### config.mk
export PLATFORM = sky130hd
export DESIGN_NAME = lcd_ctrl
export DESIGN_NICKNAME = d
export VERILOG_FILES = /design/src/rtl/lcd_ctrl_pkg.sv /design/src/rtl/lcd_clk_prescaler.sv /design/src/rtl/lcd_display_memory.sv /design/src/rtl/lcd_ctrl.sv
export VERILOG_INCLUDE_DIRS = /design/src /design/src/rtl
export SDC_FILE = /design/constraint.sdc
export NUM_CORES = 1
export LEC_CHECK = 0
export BUFFER_PORTS_ARGS = -buffer_cell sky130_fd_sc_hd__buf_2
export CORE_UTILIZATION = 60
export DETAILED_ROUTE_END_ITERATION = 12
export HOLD_SLACK_MARGIN = 0.06
export PLACE_DENSITY_LB_ADDON = 0.1
export SLEW_MARGIN = 10
export SYNTH_ARGS = -nofsm -noshare
export SYNTH_HDL_FRONTEND = slang
export SYNTH_SLANG_ARGS = --single-unit
### constraint.sdc
create_clock -name sys_clk -period 4.8 [get_ports sys_clk]
set_clock_uncertainty 0.1 [all_clocks]
set_input_delay 0.24 -clock sys_clk [delete_from_list [all_inputs] [get_ports sys_clk]]
set_output_delay 0.24 -clock sys_clk [all_outputs]
set_load 0.1 [all_outputs]
### src/rtl/lcd_ctrl_cfg.svh
// Offsets, field positions, reset values and timing counts of the
// segment LCD controller. Definitions only, shared by the package and lcd_ctrl.
`ifndef LCD_CTRL_CFG_SVH
`define LCD_CTRL_CFG_SVH

// Register byte offsets on the AHB-Lite port
`define LCD_OFS_CTRL1 12'h000
`define LCD_OFS_CTRL2 12'h004
`define LCD_OFS_CTRL3 12'h008
`define LCD_OFS_COMEN 12'h00C
`define LCD_OFS_SEGEN1 12'h010
`define LCD_OFS_SEGEN2 12'h014
`define LCD_OFS_STATUS 12'h018
`define LCD_RAM_BASE 12'h100
`define LCD_RAM_WORDS 4'hB

// panel_control_one fields
`define LCD_F_MODE_LSB 0
`define LCD_F_DRIVE_DIVIDER_SELECT 3
`define LCD_F_BIAS4 4
`define LCD_F_CLKSEL 5
`define LCD_F_DIV_LSB 8

// frame event fields, panel_control_three fields
`define LCD_F_FLAG 0
`define LCD_F_IEN 1
`define LCD_F_PORT_INPUT_CONTROL 5

// display_mode_select encodings
`define LCD_MODE_STOP 3'h0
`define LCD_MODE_4COM_HALF 3'h1
`define LCD_MODE_4COM_THIRD 3'h2
`define LCD_MODE_4COM_QUARTER 3'h3
`define LCD_MODE_8COM 3'h4

// Drive level codes, index of the drive-level pin selected
`define LCD_LVL_GND 3'h0
`define LCD_LVL_LOW 3'h1
`define LCD_LVL_MID 3'h2
`define LCD_LVL_TOP 3'h4

// Reset values and timing counts
`define LCD_RST_DIV 8'h00
`define LCD_COM_SLOT_TICKS 8'h04
`define LCD_COMS_MAX 8
`define LCD_SEGS_MAX 44
`define LCD_SEGS_8COM 40

`endif

### src/rtl/lcd_ctrl_pkg.sv
// Types and the drive level function of the segment LCD controller.
// Relies on lcd_ctrl_cfg.svh for every numeric constant.
`include "lcd_ctrl_cfg.svh"

package lcd_ctrl_pkg;

    typedef logic [2:0] drive_level_t;

    typedef enum logic [1:0] {
        ST_IDLE,
        ST_ODD,
        ST_EVEN
    } frame_state_t;

    // Odd frame level; even frame mirrors it about the mid level
    function automatic drive_level_t drive_level(input logic is_com,
            input logic active, input logic half_bias, input logic even);
        drive_level_t lvl;
        if (is_com) begin
            lvl = active ? `LCD_LVL_TOP :
                  (half_bias ? `LCD_LVL_MID : `LCD_LVL_LOW);
        end else begin
            lvl = active ? `LCD_LVL_GND :
                  (half_bias ? `LCD_LVL_TOP : `LCD_LVL_MID);
        end
        if (even) begin
            lvl = `LCD_LVL_TOP - lvl;
        end
        return lvl;
    endfunction

endpackage

### src/rtl/lcd_clk_prescaler.sv
// Clock selector and prescaler producing the LCDC clock tick.
// Assumes sub_clk_tick is a one-cycle pulse synchronous to sys_clk.
`timescale 1ns/1ps

module lcd_clk_prescaler #(
    parameter int DIV_W = 8
) (
    input wire logic sys_clk,
    input wire logic rst_n,
    input wire logic enable,
    input wire logic clk_sel,
    input wire logic sub_clk_tick,
    input wire logic [DIV_W-1:0] divide,
    output logic lcdc_tick
);
    logic [DIV_W-1:0] cnt_q;
    logic src_pulse;

    // Peripheral clock counts every edge, sub-clock only on its pulse
    assign src_pulse = clk_sel ? 1'b1 : sub_clk_tick;
    assign lcdc_tick = enable && src_pulse && (cnt_q == divide);

    always_ff @(posedge sys_clk or negedge rst_n) begin
        if (!rst_n) begin
            cnt_q <= '0;
        end else if (!enable || lcdc_tick) begin
            cnt_q <= '0;
        end else if (src_pulse) begin
            cnt_q <= cnt_q + 1'b1;
        end
    end
endmodule

### src/rtl/lcd_display_memory.sv
// Display memory with word access and per-segment bit extraction.
// Assumes word writes only; read and segment paths are combinational.
`timescale 1ns/1ps

module lcd_display_memory #(
    parameter int WORDS = 11,
    parameter int SEGS = 44,
    parameter int SEGS_8COM = 40
) (
    input wire logic sys_clk,
    input wire logic rst_n,
    input wire logic wr_en,
    input wire logic [3:0] word_idx,
    input wire logic [31:0] wr_data,
    output logic [31:0] rd_data,
    input wire logic four_com,
    input wire logic [2:0] com_idx,
    output logic [SEGS-1:0] seg_bits
);
    logic [7:0] mem_q [WORDS*4];

    assign rd_data = {mem_q[word_idx*4+3], mem_q[word_idx*4+2],
                      mem_q[word_idx*4+1], mem_q[word_idx*4]};

    always_ff @(posedge sys_clk or negedge rst_n) begin
        if (!rst_n) begin
            for (int i = 0; i < WORDS*4; i++) begin
                mem_q[i] <= 8'h00;
            end
        end else if (wr_en) begin
            for (int b = 0; b < 4; b++) begin
                mem_q[word_idx*4+b] <= wr_data[b*8 +: 8];
            end
        end
    end

    // Live memory feeds the segments, so a write shows without delay
    for (genvar s = 0; s < SEGS; s++) begin : g_seg
        always_comb begin
            if (four_com) begin
                seg_bits[s] = mem_q[s/2][(s%2)*4 + com_idx[1:0]];
            end else if (s < SEGS_8COM) begin
                seg_bits[s] = mem_q[s][com_idx];
            end else begin
                seg_bits[s] = 1'b0;
            end
        end
    end
endmodule

### src/rtl/lcd_ctrl.sv
// Segment LCD drive controller: AHB-Lite registers, display memory,
// timing generator and two-frame AC waveform on common and segment pins.
// Assumes a single AHB-Lite master, word transfers, sys_clk at 250 MHz.
`timescale 1ns/1ps
`include "lcd_ctrl_cfg.svh"

module lcd_ctrl #(
    parameter int DIV_W = 8,
    parameter int NCOM = `LCD_COMS_MAX,
    parameter int NSEG = `LCD_SEGS_MAX
) (
    input wire logic sys_clk,
    input wire logic rst_n,
    input wire logic hsel,
    input wire logic [31:0] haddr,
    input wire logic [1:0] htrans,
    input wire logic hwrite,
    input wire logic [2:0] hsize,
    input wire logic [31:0] hwdata,
    input wire logic hready,
    output logic hreadyout,
    output logic [31:0] hrdata,
    output logic hresp,
    input wire logic sub_clk_tick,
    output lcd_ctrl_pkg::drive_level_t common_outputs [NCOM],
    output lcd_ctrl_pkg::drive_level_t segment_outputs [NSEG],
    output logic [NCOM-1:0] common_pin_enable,
    output logic [NSEG-1:0] segment_pin_enable,
    output logic [4:0] drive_level_pin_enable,
    output logic port_input_control,
    output logic divider_connect,
    output logic drive_cutoff_switch,
    output logic frame_irq
);
    import lcd_ctrl_pkg::*;

    // Control registers
    logic [2:0] mode_q;
    logic drive_divider_select_q;
    logic bias4_q;
    logic clksel_q;
    logic [DIV_W-1:0] div_q;
    logic flag_q;
    logic ien_q;
    logic [4:0] vpin_q;
    logic port_input_control_q;
    logic [NCOM-1:0] comen_q;
    logic [NSEG-1:0] segen_q;

    // Bus data phase
    logic dph_q;
    logic dwr_q;
    logic [11:0] daddr_q;
    logic rd_wait_q;
    logic [31:0] hrdata_q;
    logic [31:0] rdata_d;
    logic addr_take;
    logic wr_go;
    logic ram_hit;
    logic [31:0] ram_rd;

    // Timing generator
    frame_state_t state_q;
    logic [2:0] com_idx_q;
    logic [7:0] slot_q;
    logic [2:0] last_com;
    logic lcdc_tick;
    logic slot_end;
    logic cycle_done;
    logic four_com;
    logic half_bias;
    logic running;
    logic [NSEG-1:0] seg_bits;
    drive_level_t com_lvl_q [NCOM];
    drive_level_t seg_lvl_q [NSEG];
    drive_level_t com_lvl_d [NCOM];
    drive_level_t seg_lvl_d [NSEG];

    // AHB-Lite slave: writes complete at once, reads take one wait state
    assign addr_take = hsel && hready && htrans[1];
    assign wr_go = dph_q && dwr_q;
    assign ram_hit = (daddr_q[11:8] == 4'(`LCD_RAM_BASE >> 8))
                     && (daddr_q[7:2] < {2'h0, `LCD_RAM_WORDS});
    assign hreadyout = !rd_wait_q;
    assign hrdata = hrdata_q;
    assign hresp = 1'b0;

    always_ff @(posedge sys_clk or negedge rst_n) begin
        if (!rst_n) begin
            dph_q <= 1'b0;
            dwr_q <= 1'b0;
            daddr_q <= 12'h000;
        end else if (hreadyout) begin
            dph_q <= addr_take;
            dwr_q <= hwrite;
            daddr_q <= haddr[11:0];
        end
    end

    always_ff @(posedge sys_clk or negedge rst_n) begin
        if (!rst_n) begin
            rd_wait_q <= 1'b0;
            hrdata_q <= 32'h0000_0000;
        end else begin
            rd_wait_q <= hreadyout && addr_take && !hwrite;
            if (rd_wait_q) begin
                hrdata_q <= rdata_d;
            end
        end
    end

    // Read mux; unmapped words read as zero
    always_comb begin
        rdata_d = 32'h0000_0000;
        case (daddr_q)
            `LCD_OFS_CTRL1: begin
                rdata_d[`LCD_F_MODE_LSB +: 3] = mode_q;
                rdata_d[`LCD_F_DRIVE_DIVIDER_SELECT] = drive_divider_select_q;
                rdata_d[`LCD_F_BIAS4] = bias4_q;
                rdata_d[`LCD_F_CLKSEL] = clksel_q;
                rdata_d[`LCD_F_DIV_LSB +: DIV_W] = div_q;
            end
            `LCD_OFS_CTRL2: begin
                rdata_d[`LCD_F_FLAG] = flag_q;
                rdata_d[`LCD_F_IEN] = ien_q;
            end
            `LCD_OFS_CTRL3: begin
                rdata_d[4:0] = vpin_q;
                rdata_d[`LCD_F_PORT_INPUT_CONTROL] = port_input_control_q;
            end
            `LCD_OFS_COMEN: rdata_d[NCOM-1:0] = comen_q;
            `LCD_OFS_SEGEN1: rdata_d = segen_q[31:0];
            `LCD_OFS_SEGEN2: rdata_d[NSEG-33:0] = segen_q[NSEG-1:32];
            `LCD_OFS_STATUS: begin
                rdata_d[2:0] = com_idx_q;
                rdata_d[3] = (state_q == ST_EVEN);
                rdata_d[4] = running;
            end
            default: begin
                if (ram_hit) begin
                    rdata_d = ram_rd;
                end
            end
        endcase
    end

    // Control register writes
    always_ff @(posedge sys_clk or negedge rst_n) begin
        if (!rst_n) begin
            mode_q <= `LCD_MODE_STOP;
            drive_divider_select_q <= 1'b0;
            bias4_q <= 1'b0;
            clksel_q <= 1'b0;
            div_q <= `LCD_RST_DIV;
        end else if (wr_go && daddr_q == `LCD_OFS_CTRL1) begin
            mode_q <= hwdata[`LCD_F_MODE_LSB +: 3];
            drive_divider_select_q <= hwdata[`LCD_F_DRIVE_DIVIDER_SELECT];
            bias4_q <= hwdata[`LCD_F_BIAS4];
            clksel_q <= hwdata[`LCD_F_CLKSEL];
            div_q <= hwdata[`LCD_F_DIV_LSB +: DIV_W];
        end
    end

    always_ff @(posedge sys_clk or negedge rst_n) begin
        if (!rst_n) begin
            vpin_q <= 5'h00;
            port_input_control_q <= 1'b0;
            comen_q <= '0;
            segen_q <= '0;
        end else if (wr_go) begin
            case (daddr_q)
                `LCD_OFS_CTRL3: begin
                    vpin_q <= hwdata[4:0];
                    port_input_control_q <= hwdata[`LCD_F_PORT_INPUT_CONTROL];
                end
                `LCD_OFS_COMEN: comen_q <= hwdata[NCOM-1:0];
                `LCD_OFS_SEGEN1: segen_q[31:0] <= hwdata;
                `LCD_OFS_SEGEN2: segen_q[NSEG-1:32] <= hwdata[NSEG-33:0];
                default: begin
                end
            endcase
        end
    end

    // Frame event: hardware set wins over a software clear
    always_ff @(posedge sys_clk or negedge rst_n) begin
        if (!rst_n) begin
            flag_q <= 1'b0;
            ien_q <= 1'b0;
        end else begin
            if (cycle_done) begin
                flag_q <= 1'b1;
            end else if (wr_go && daddr_q == `LCD_OFS_CTRL2
                         && !hwdata[`LCD_F_FLAG]) begin
                flag_q <= 1'b0;
            end
            if (wr_go && daddr_q == `LCD_OFS_CTRL2) begin
                ien_q <= hwdata[`LCD_F_IEN];
            end
        end
    end

    assign frame_irq = flag_q && ien_q;
    assign divider_connect = drive_divider_select_q;
    assign drive_cutoff_switch = (mode_q != `LCD_MODE_STOP);
    assign common_pin_enable = comen_q;
    assign segment_pin_enable = segen_q;
    assign drive_level_pin_enable = vpin_q;
    assign port_input_control = port_input_control_q;

    lcd_display_memory #(
        .WORDS(11),
        .SEGS(NSEG),
        .SEGS_8COM(`LCD_SEGS_8COM)
    ) u_mem (
        .sys_clk(sys_clk),
        .rst_n(rst_n),
        .wr_en(wr_go && ram_hit),
        .word_idx(daddr_q[5:2]),
        .wr_data(hwdata),
        .rd_data(ram_rd),
        .four_com(four_com),
        .com_idx(com_idx_q),
        .seg_bits(seg_bits)
    );

    lcd_clk_prescaler #(
        .DIV_W(DIV_W)
    ) u_presc (
        .sys_clk(sys_clk),
        .rst_n(rst_n),
        .enable(running),
        .clk_sel(clksel_q),
        .sub_clk_tick(sub_clk_tick),
        .divide(div_q),
        .lcdc_tick(lcdc_tick)
    );

    // Duty from mode; half bias only exists in 4-common half duty
    always_comb begin
        case (mode_q)
            `LCD_MODE_4COM_HALF: last_com = 3'h1;
            `LCD_MODE_4COM_THIRD: last_com = 3'h2;
            `LCD_MODE_4COM_QUARTER: last_com = 3'h3;
            `LCD_MODE_8COM: last_com = 3'h7;
            default: last_com = 3'h0;
        endcase
    end

    assign four_com = (mode_q != `LCD_MODE_8COM);
    assign half_bias = (mode_q == `LCD_MODE_4COM_HALF);
    assign running = (mode_q != `LCD_MODE_STOP) && (mode_q <= `LCD_MODE_8COM);
    assign slot_end = lcdc_tick && (slot_q == `LCD_COM_SLOT_TICKS - 8'h01);
    assign cycle_done = slot_end && (state_q == ST_EVEN)
                        && (com_idx_q == last_com);

    // Timing generator: common slots within odd then even frame
    always_ff @(posedge sys_clk or negedge rst_n) begin
        if (!rst_n) begin
            state_q <= ST_IDLE;
            com_idx_q <= 3'h0;
            slot_q <= 8'h00;
        end else if (!running) begin
            state_q <= ST_IDLE;
            com_idx_q <= 3'h0;
            slot_q <= 8'h00;
        end else begin
            // Idle ticks must not shorten the first common slot
            if (lcdc_tick && state_q != ST_IDLE) begin
                slot_q <= slot_end ? 8'h00 : slot_q + 8'h01;
            end
            case (state_q)
                ST_IDLE: begin
                    state_q <= ST_ODD;
                    com_idx_q <= 3'h0;
                end
                ST_ODD: begin
                    if (slot_end) begin
                        if (com_idx_q >= last_com) begin
                            state_q <= ST_EVEN;
                            com_idx_q <= 3'h0;
                        end else begin
                            com_idx_q <= com_idx_q + 3'h1;
                        end
                    end
                end
                ST_EVEN: begin
                    if (slot_end) begin
                        if (com_idx_q >= last_com) begin
                            state_q <= ST_ODD;
                            com_idx_q <= 3'h0;
                        end else begin
                            com_idx_q <= com_idx_q + 3'h1;
                        end
                    end
                end
                default: state_q <= ST_IDLE;
            endcase
        end
    end

    // Waveform levels; idle pins sit at ground so no DC reaches the glass
    for (genvar s = 0; s < NSEG; s++) begin : g_seg_lvl
        always_comb begin
            if (state_q == ST_IDLE) begin
                seg_lvl_d[s] = `LCD_LVL_GND;
            end else begin
                seg_lvl_d[s] = drive_level(1'b0, seg_bits[s], half_bias,
                                           state_q == ST_EVEN);
            end
        end
    end

    for (genvar c = 0; c < NCOM; c++) begin : g_com_lvl
        always_comb begin
            if (state_q == ST_IDLE || c > last_com) begin
                com_lvl_d[c] = `LCD_LVL_GND;
            end else begin
                com_lvl_d[c] = drive_level(1'b1, com_idx_q == c, half_bias,
                                           state_q == ST_EVEN);
            end
            // Shared pins carry the top four segments in 4-common mode
            if (four_com && c >= 4 && state_q != ST_IDLE) begin
                com_lvl_d[c] = seg_lvl_d[NSEG-NCOM+c];
            end
        end
    end

    // One register stage only, so memory writes show the next cycle
    always_ff @(posedge sys_clk or negedge rst_n) begin
        if (!rst_n) begin
            for (int i = 0; i < NSEG; i++) begin
                seg_lvl_q[i] <= `LCD_LVL_GND;
            end
            for (int i = 0; i < NCOM; i++) begin
                com_lvl_q[i] <= `LCD_LVL_GND;
            end
        end else begin
            seg_lvl_q <= seg_lvl_d;
            com_lvl_q <= com_lvl_d;
        end
    end

    assign segment_outputs = seg_lvl_q;
    assign common_outputs = com_lvl_q;
endmodule

==> flow_summary.json, run 1 <==
{
  "synthFlopType": "dfrtp_1",
  "timing.fmax_ghz": 0.3076,
  "crit_path_start_kind": "register",
  "ys_seq_elements": 606,
  "path_max_fanout": 39,
  "worst_pin_slew_ps": 1090,
  "fp.dieH_um": 229.5,
  "start_util_pct": 60.65,
  "synth_top_cell_by_area": "dfrtp_1",
  "setup.worst_path.end": "segment_outputs[41]$_DFF_PN0_",
  "r2r-start": "com_idx_q[1]$_DFFE_PN0P_",
  "via_per_inst": 6.552,
  "synth-compound-area-share_pct": 6.108,
  "clock_power_share_pct": 33.5,
  "io_pins": 326,
  "cpPeakStageDelay_ps": 960,
  "synthMuxAreaShare_pct": 33.82,
  "drtAntennaViolNets": 0,
  "wl_um": 88800,
  "final-hold-violation-count": 0,
  "p_sw_share_pct": 38.57,
  "wl_per_cell_um": 27.06,
  "portBuffers": 256,
  "reg2reg_to": "segment_outputs[41]$_DFF_PN0_",
  "hold_class": "in -> reg",
  "cts_buffers": 66,
  "synth_cells": 2341,
  "p_int_w": 0.009635,
  "reg2reg_slack_ps": 1550,
  "crit_cells": 6,
  "syn_to_final_growth_pct": 13.38,
  "track_usage_pct": 34.31,
  "post-route-drc-count": 0,
  "syn-cell-area_mm2": 0.03105,
  "final_core_util_pct": 68.77,
  "cp.required_ps": 5160,
  "critPathCaptureType": "register",
  "synthTopCellsByArea": "dfrtp_1 49%, mux2_2 15%, mux4_2 12%",
  "cellLeakagePower_nw": 16.33,
  "nets": 2644,
  "yosysSeqAreaShare_pct": 48.83,
  "cts.sinks": 606,
  "peakVddDrop_uv": 328.7,
  "synthAdderAreaFrac_pct": 0.8058,
  "root_buffer": "clkbuf_16",
  "whs_ps": 77.31,
  "final_layout_size_suffix_gt1_share_pct": 40.30,
  "status": "finished, final reports clean",
  "yosys_warnings": 0,
  "finalCriticalPeriod_ps": 3251,
  "synthXorXnorAreaFrac_pct": 0.5641,
  "clk_pin_slew_ps": 60,
  "cp_common_cell": "mux2i_1",
  "avgSynthCellArea_um2": 13.27,
  "post-dp-hpwl_um": 59790,
  "p_sw_w": 0.006049,
  "crit_family": "multiplexers",
  "layout_worst_path_cycle_share_pct": 67.73,
  "pwr_density_cell_mw_per_mm2": 445.4,
  "fin_cells": 3282,
  "grt_setup_unrepaired": "false",
  "slowest_stage": "dfrtp_4",
  "p_comb_share_pct": 29.9,
  "critPathLaunch": "com_idx_q[1]$_DFFE_PN0P_",
  "post-place-ws_ps": 1637,
  "final-setup-viol-count": 0,
  "overflow": 0,
  "drtIter0Drc": 2334,
  "yosysUniqueCellTypes": 69,
  "grt_first_pass_wirelength_um": 135600,
  "drv_cap": 0,
  "drv_slew": 0,
  "cts_buffer_depth": 3,
  "dieWidth_um": 229.5,
  "cts_resized": 0,
  "synth_top_family_by_area": "multiplexers",
  "critPathKind": "reg -> reg",
  "r2r_cells": 6,
  "path_cells": "buf_4, mux4_2, mux2i_1, a21oi_1, mux2i_1, nor2_1",
  "rows": 83,
  "clock_latency_ps": 610,
  "tritoncts": "done",
  "core_mm2": 0.05120,
  "gp_congestion": 0.9208,
  "grt_max_degree": 146,
  "antenna_found_initial": 4,
  "h-tree-depth": 3,
  "grt_pass1_vias": 21490,
  "synth_top_area_share_pct": 48.83,
  "relSlewSlack_pct": 26.77,
  "synth-edff-count": 0,
  "layout_setup_ws_ps": 1549,
  "fin_setup_tns_ps": 0,
  "synthArstFlopShare_pct": 100.0,
  "fillCellCount": 3613,
  "vias": 21510,
  "die_area_mm2": 0.05267,
  "crit_buf_inv": 1,
  "drt_first_pass_iters": 6,
  "dp_cells": 3126,
  "yosys.area_share.simple_pct": 5.468,
  "p_seq_share_pct": 36.5,
  "cp.arrival_ps": 3610
}
## layer usage
| metal | share of wire [%] | track usage (%) |
|---|---|---|
| met4 | 2.9 | 11.77 |
| met5 | 0.030 | 0 |
| met3 | 9.2 | 7.981 |
| met1 | 42 | 50.25 |
| met2 | 46 | 50.59 |
## worst register-to-register path, cell delays in order, from the launching register on
cell     delay (ps)
dfrtp_4         960
buf_4           410
mux4_2          540
mux2i_1         590
a21oi_1         250
mux2i_1         190
nor2_1           60
## kinds of logic (layout without fill, tap and decap cells)
| logic type | after synthesis | after routing |
|---|---|---|
| muxes | 781 | 781 |
| xor gates and xnor gates | 20 | 20 |
| buffers and inverters | 273 | 486 |
| DFF | 606 | 606 |
| and+or+nand+nor | 364 | 364 |
| AOI/OAI and AO/OA | 276 | 276 |
| adders and majority gates | 20 | 20 |
| other | 1 | 49 |
## sequential cells by signal, summed over array words and instances (netlist names)
register	count
state_q	2
u_presc.cnt_q	8
u_mem.mem_q	352
segment_pin_enable	44
com_idx_q	3
bias4_q	1
port_input_control	1
dwr_q	1
common_pin_enable	8
divider_connect	1
rd_wait_q	1
clksel_q	1
div_q	8
daddr_q	12
slot_q	8
common_outputs	24
drive_level_pin_enable	5
flag_q	1
ien_q	1
segment_outputs	88
mode_q	3
hrdata	32
dph_q	1
## cell type report
type | count | area, um2 | area share [%]
clock buffers | 99 | 2012 | 5.714
repair buffers | 348 | 2120 | 6.020
inverters | 21 | 78.83 | 0.2239
multi-input cells | 1506 | 14730 | 41.84
well taps | 680 | 850.8 | 2.416
flip-flops and latches | 606 | 15180 | 43.12
diodes | 4 | 10.01 | 0.02843
clock inverters | 18 | 224.0 | 0.6361
## cell usage in the layout (no fill, tap or decap), types with 7 or more instances in the layout
cell	n
dfrtp_1	600
mux2_2	402
buf_2	255
nor2_1	174
mux2i_1	174
mux4_2	161
clkbuf_16	71
nand2_1	68
a21oi_1	66
buf_4	53
conb_1	45
a22oi_1	44
o21ai_0	38
dlygate4sd3_1	35
mux2_4	30
o211ai_1	24
inv_1	18
a221oi_1	18
nand3_1	17
ha_1	17
clkbuf_1	15
xnor2_1	14
mux2_1	14
nor3_1	13
nand4_1	13
clkbuf_8	13
nand2b_1	11
a211oi_1	10
clkinv_2	10
nor2_2	9
or2_2	8
a31oi_1	8
or4_1	8
o31ai_1	7
o22a_1	7
## stage by stage
stage	instance area, um2	power, W
6_report	35210	0.01568
4_1_cts	35200	0.01571
3_5_place_dp	32610	0.01047
3_3_place_gp	32610	0.01041
5_1_grt	35210	0.01616
2_1_floorplan	31220	0.009456
## how the worst min path moves through the flow
stage	from	to	slack [ps]	cells after the start
6_report	hwdata[6]	segment_pin_enable[38]$_DFFE_PN0P_	80	2
5_1_grt	hwdata[12]	u_mem.mem_q[84]$_DFFE_PN0P_	90	2
4_1_cts	hwdata[8]	u_mem.mem_q[176]$_DFFE_PN0P_	70	2
3_5_place_dp	rst_n	common_outputs[20]$_DFF_PN0_	190	1
3_3_place_gp	rst_n	common_outputs[20]$_DFF_PN0_	190	1
2_1_floorplan	rst_n	bias4_q$_DFFE_PN0P_	-160	0
## Yosys cell counts, types with 38 or more instances
library cell,number
buf_2,45
o21ai_0,38
clkbuf_1,126
mux2i_1,174
dfrtp_1,606
a22oi_1,44
nand2_1,68
mux2_2,402
a21oi_1,66
nor2_1,178
mux4_2,161
buf_4,67
## repair_timing
item | 4_1_cts | 5_1_grt
hold buffers | 35 | 0
endpoints found under the hold margin | 256 | 0
setup buffers | 0 | 0
setup endpoints to repair | 0 | 0
## power by group through the flow
stage	clock [W]	combinational [W]	sequential (W)
detailed placement	0	0.00465	0.00582
global route	0.00551	0.00488	0.00577
finish	0.00526	0.00469	0.00573
floorplan	0	0.00164	0.00782
global placement	0	0.00461	0.00580
CTS	0.00530	0.00469	0.00573
No activity file was read; power rests on OpenSTA's default activity.
==> run 2: changes to the inputs <==
- CORE_UTILIZATION: 60 -> 54
- clock period: 4.8 -> 2.6 ns (I/O delays scaled with it)
==> flow_summary.json, run 2 (same netlist as run 1, synthesis figures left out) <==
{
  "status": "finished, violations left",
  "failed_checks": "negative setup slack",
  "fillCellCount": 4283,
  "start_util_pct": 54.86,
  "crit_buf_inv": 1,
  "r2r-start": "com_idx_q[1]$_DFFE_PN0P_",
  "drv_cap": 0,
  "post-route-drc-count": 0,
  "fp.dieH_um": 241.8,
  "cp.arrival_ps": 2950,
  "largest_register_ffs": 352,
  "cp_common_cell": "mux2i_1",
  "tritoncts": "done",
  "portBuffers": 256,
  "layout_commonest_cell": "dfrtp_1",
  "crit_cells": 6,
  "cts_buffer_depth": 3,
  "dieWidth_um": 241.8,
  "critPathKind": "reg -> reg",
  "die_area_mm2": 0.05847,
  "cts.sinks": 606,
  "hp-start": "haddr[9]",
  "critPathCaptureType": "register",
  "post-dp-hpwl_um": 64160,
  "grt_first_pass_wirelength_um": 141200,
  "drt_first_pass_iters": 5,
  "hold_class": "in -> reg",
  "cellLeakagePower_nw": 17.01,
  "wl_per_cell_um": 26.65,
  "drtAntennaViolNets": 0,
  "clk_pin_slew_ps": 60,
  "via_per_inst": 6.323,
  "drtIter0Drc": 1805,
  "clock_latency_ps": 610,
  "final-setup-viol-count": 1,
  "drv_slew": 0,
  "relSlewSlack_pct": 53.95,
  "rows": 87,
  "grt_setup_unrepaired": "false",
  "whs_path_depth": 3,
  "diodes": 0,
  "peakVddDrop_uv": 1027,
  "vias": 21930,
  "slowest_stage": "dfrtp_4",
  "timing.fmax_ghz": 0.3842,
  "grt_max_degree": 82,
  "root_buffer": "clkbuf_16",
  "path_cells": "buf_12, mux4_2, mux2i_1, a21oi_1, mux2i_1, nor2_1",
  "final_layout_size_suffix_gt1_share_pct": 42.37,
  "layout_setup_ws_ps": -2.804,
  "cts_buffers": 67,
  "track_usage_pct": 31.84,
  "core_mm2": 0.05660,
  "critPathLaunch": "com_idx_q[1]$_DFFE_PN0P_",
  "io_pins": 326,
  "gp_congestion": 0.9990,
  "finalCriticalPeriod_ps": 2603,
  "final_cell_mix": "600 x dfrtp_1, 402 x mux2_2, 255 x buf_2",
  "h-tree-depth": 3,
  "syn_to_final_growth_pct": 18.17,
  "nets": 2759,
  "post-place-ws_ps": 66.82,
  "reg2reg_slack_ps": -3,
  "overflow": 0,
  "wl_um": 92420,
  "cp.required_ps": 2950,
  "grt_pass1_vias": 22090,
  "crit_family": "multiplexers",
  "final-hold-violation-count": 0,
  "path_max_fanout": 23,
  "top_register": "u_mem.mem_q",
  "pwr_density_cell_mw_per_mm2": 804.4,
  "final_core_util_pct": 64.83,
  "cpPeakStageDelay_ps": 560,
  "worst_pin_slew_ps": 687.7,
  "layout_worst_path_cycle_share_pct": 100.1,
  "antenna_found_initial": 0,
  "crit_path_start_kind": "register",
  "r2r_cells": 6
}
-- run 2: path summary, 6_finish.rpt --
| kind | endpoint |
|---|---|
| hold reg to reg | hrdata[12]$_DFFE_PN0P_ |
| max in group asynchronous | segment_outputs[37]$_DFF_PN0_ |
| hold / removal | daddr_q[9]$_DFFE_PN0N_ |
| min in group asynchronous | u_mem.mem_q[270]$_DFFE_PN0P_ |
| setup / recovery | segment_outputs[83]$_DFF_PN0_ |
| setup reg to reg | segment_outputs[83]$_DFF_PN0_ |
-- run 2: power breakdown --
group          switching (W)  leakage, nW  internal [W]
clock network        0.00386         1.11       0.00605
logic                0.00698         8.01       0.00209
registers           0.000418         7.89        0.0101
-- run 2: what timing repair did --
action / CTS / global route
gates resized for setup: 0 / 9
buffers inserted: 0 / 1
setup endpoints to repair: 0 / 8
endpoints found under the hold margin: 821 / 0
hold buffers: 52 / 0
-- run 2: layout make-up --
class                      instances  area, um2  area share (%)
sequential                       606      15180           41.37
multi-input combinational       1506      14760           40.21
timing repair buffer             462       3442           9.380
clock buffer                     100       2016           5.493
tap                              756      945.9           2.578
clock inverter                    17      275.3          0.7501
inverter                          21      78.83          0.2148
-- run 2: routing by layer --
metal | vias up | GRT usage (%) | wire [um]
met5 | - | 0 | 0
met4 | 0 | 9.028 | 2498
met3 | 159 | 7.925 | 7966
met2 | 981 | 46.56 | 41430
met1 | 11540 | 47.24 | 40530
li1 | 9247 | - | -
-- run 2: metrics by stage --
step | hold slack (ps) | cell area [um2] | cells | total power, W | TNS [ps]
after floorplan | -265.6 | 31220 | 2385 | 0.01746 | 0
after global placement | 27.82 | 33810 | 3298 | 0.01956 | 0
after detailed placement | 31.41 | 33810 | 3298 | 0.01964 | 0
after CTS | 180.9 | 36640 | 3467 | 0.02962 | 0
after global routing | 214.9 | 36700 | 3468 | 0.03048 | 0
final | 220.3 | 36700 | 3468 | 0.02952 | -2.804
-- run 2: tightest hold or removal path: cells and delay by family --
kind / cells / cell delay [ps]
mux: 1 / 130
buf+inv: 2 / 630
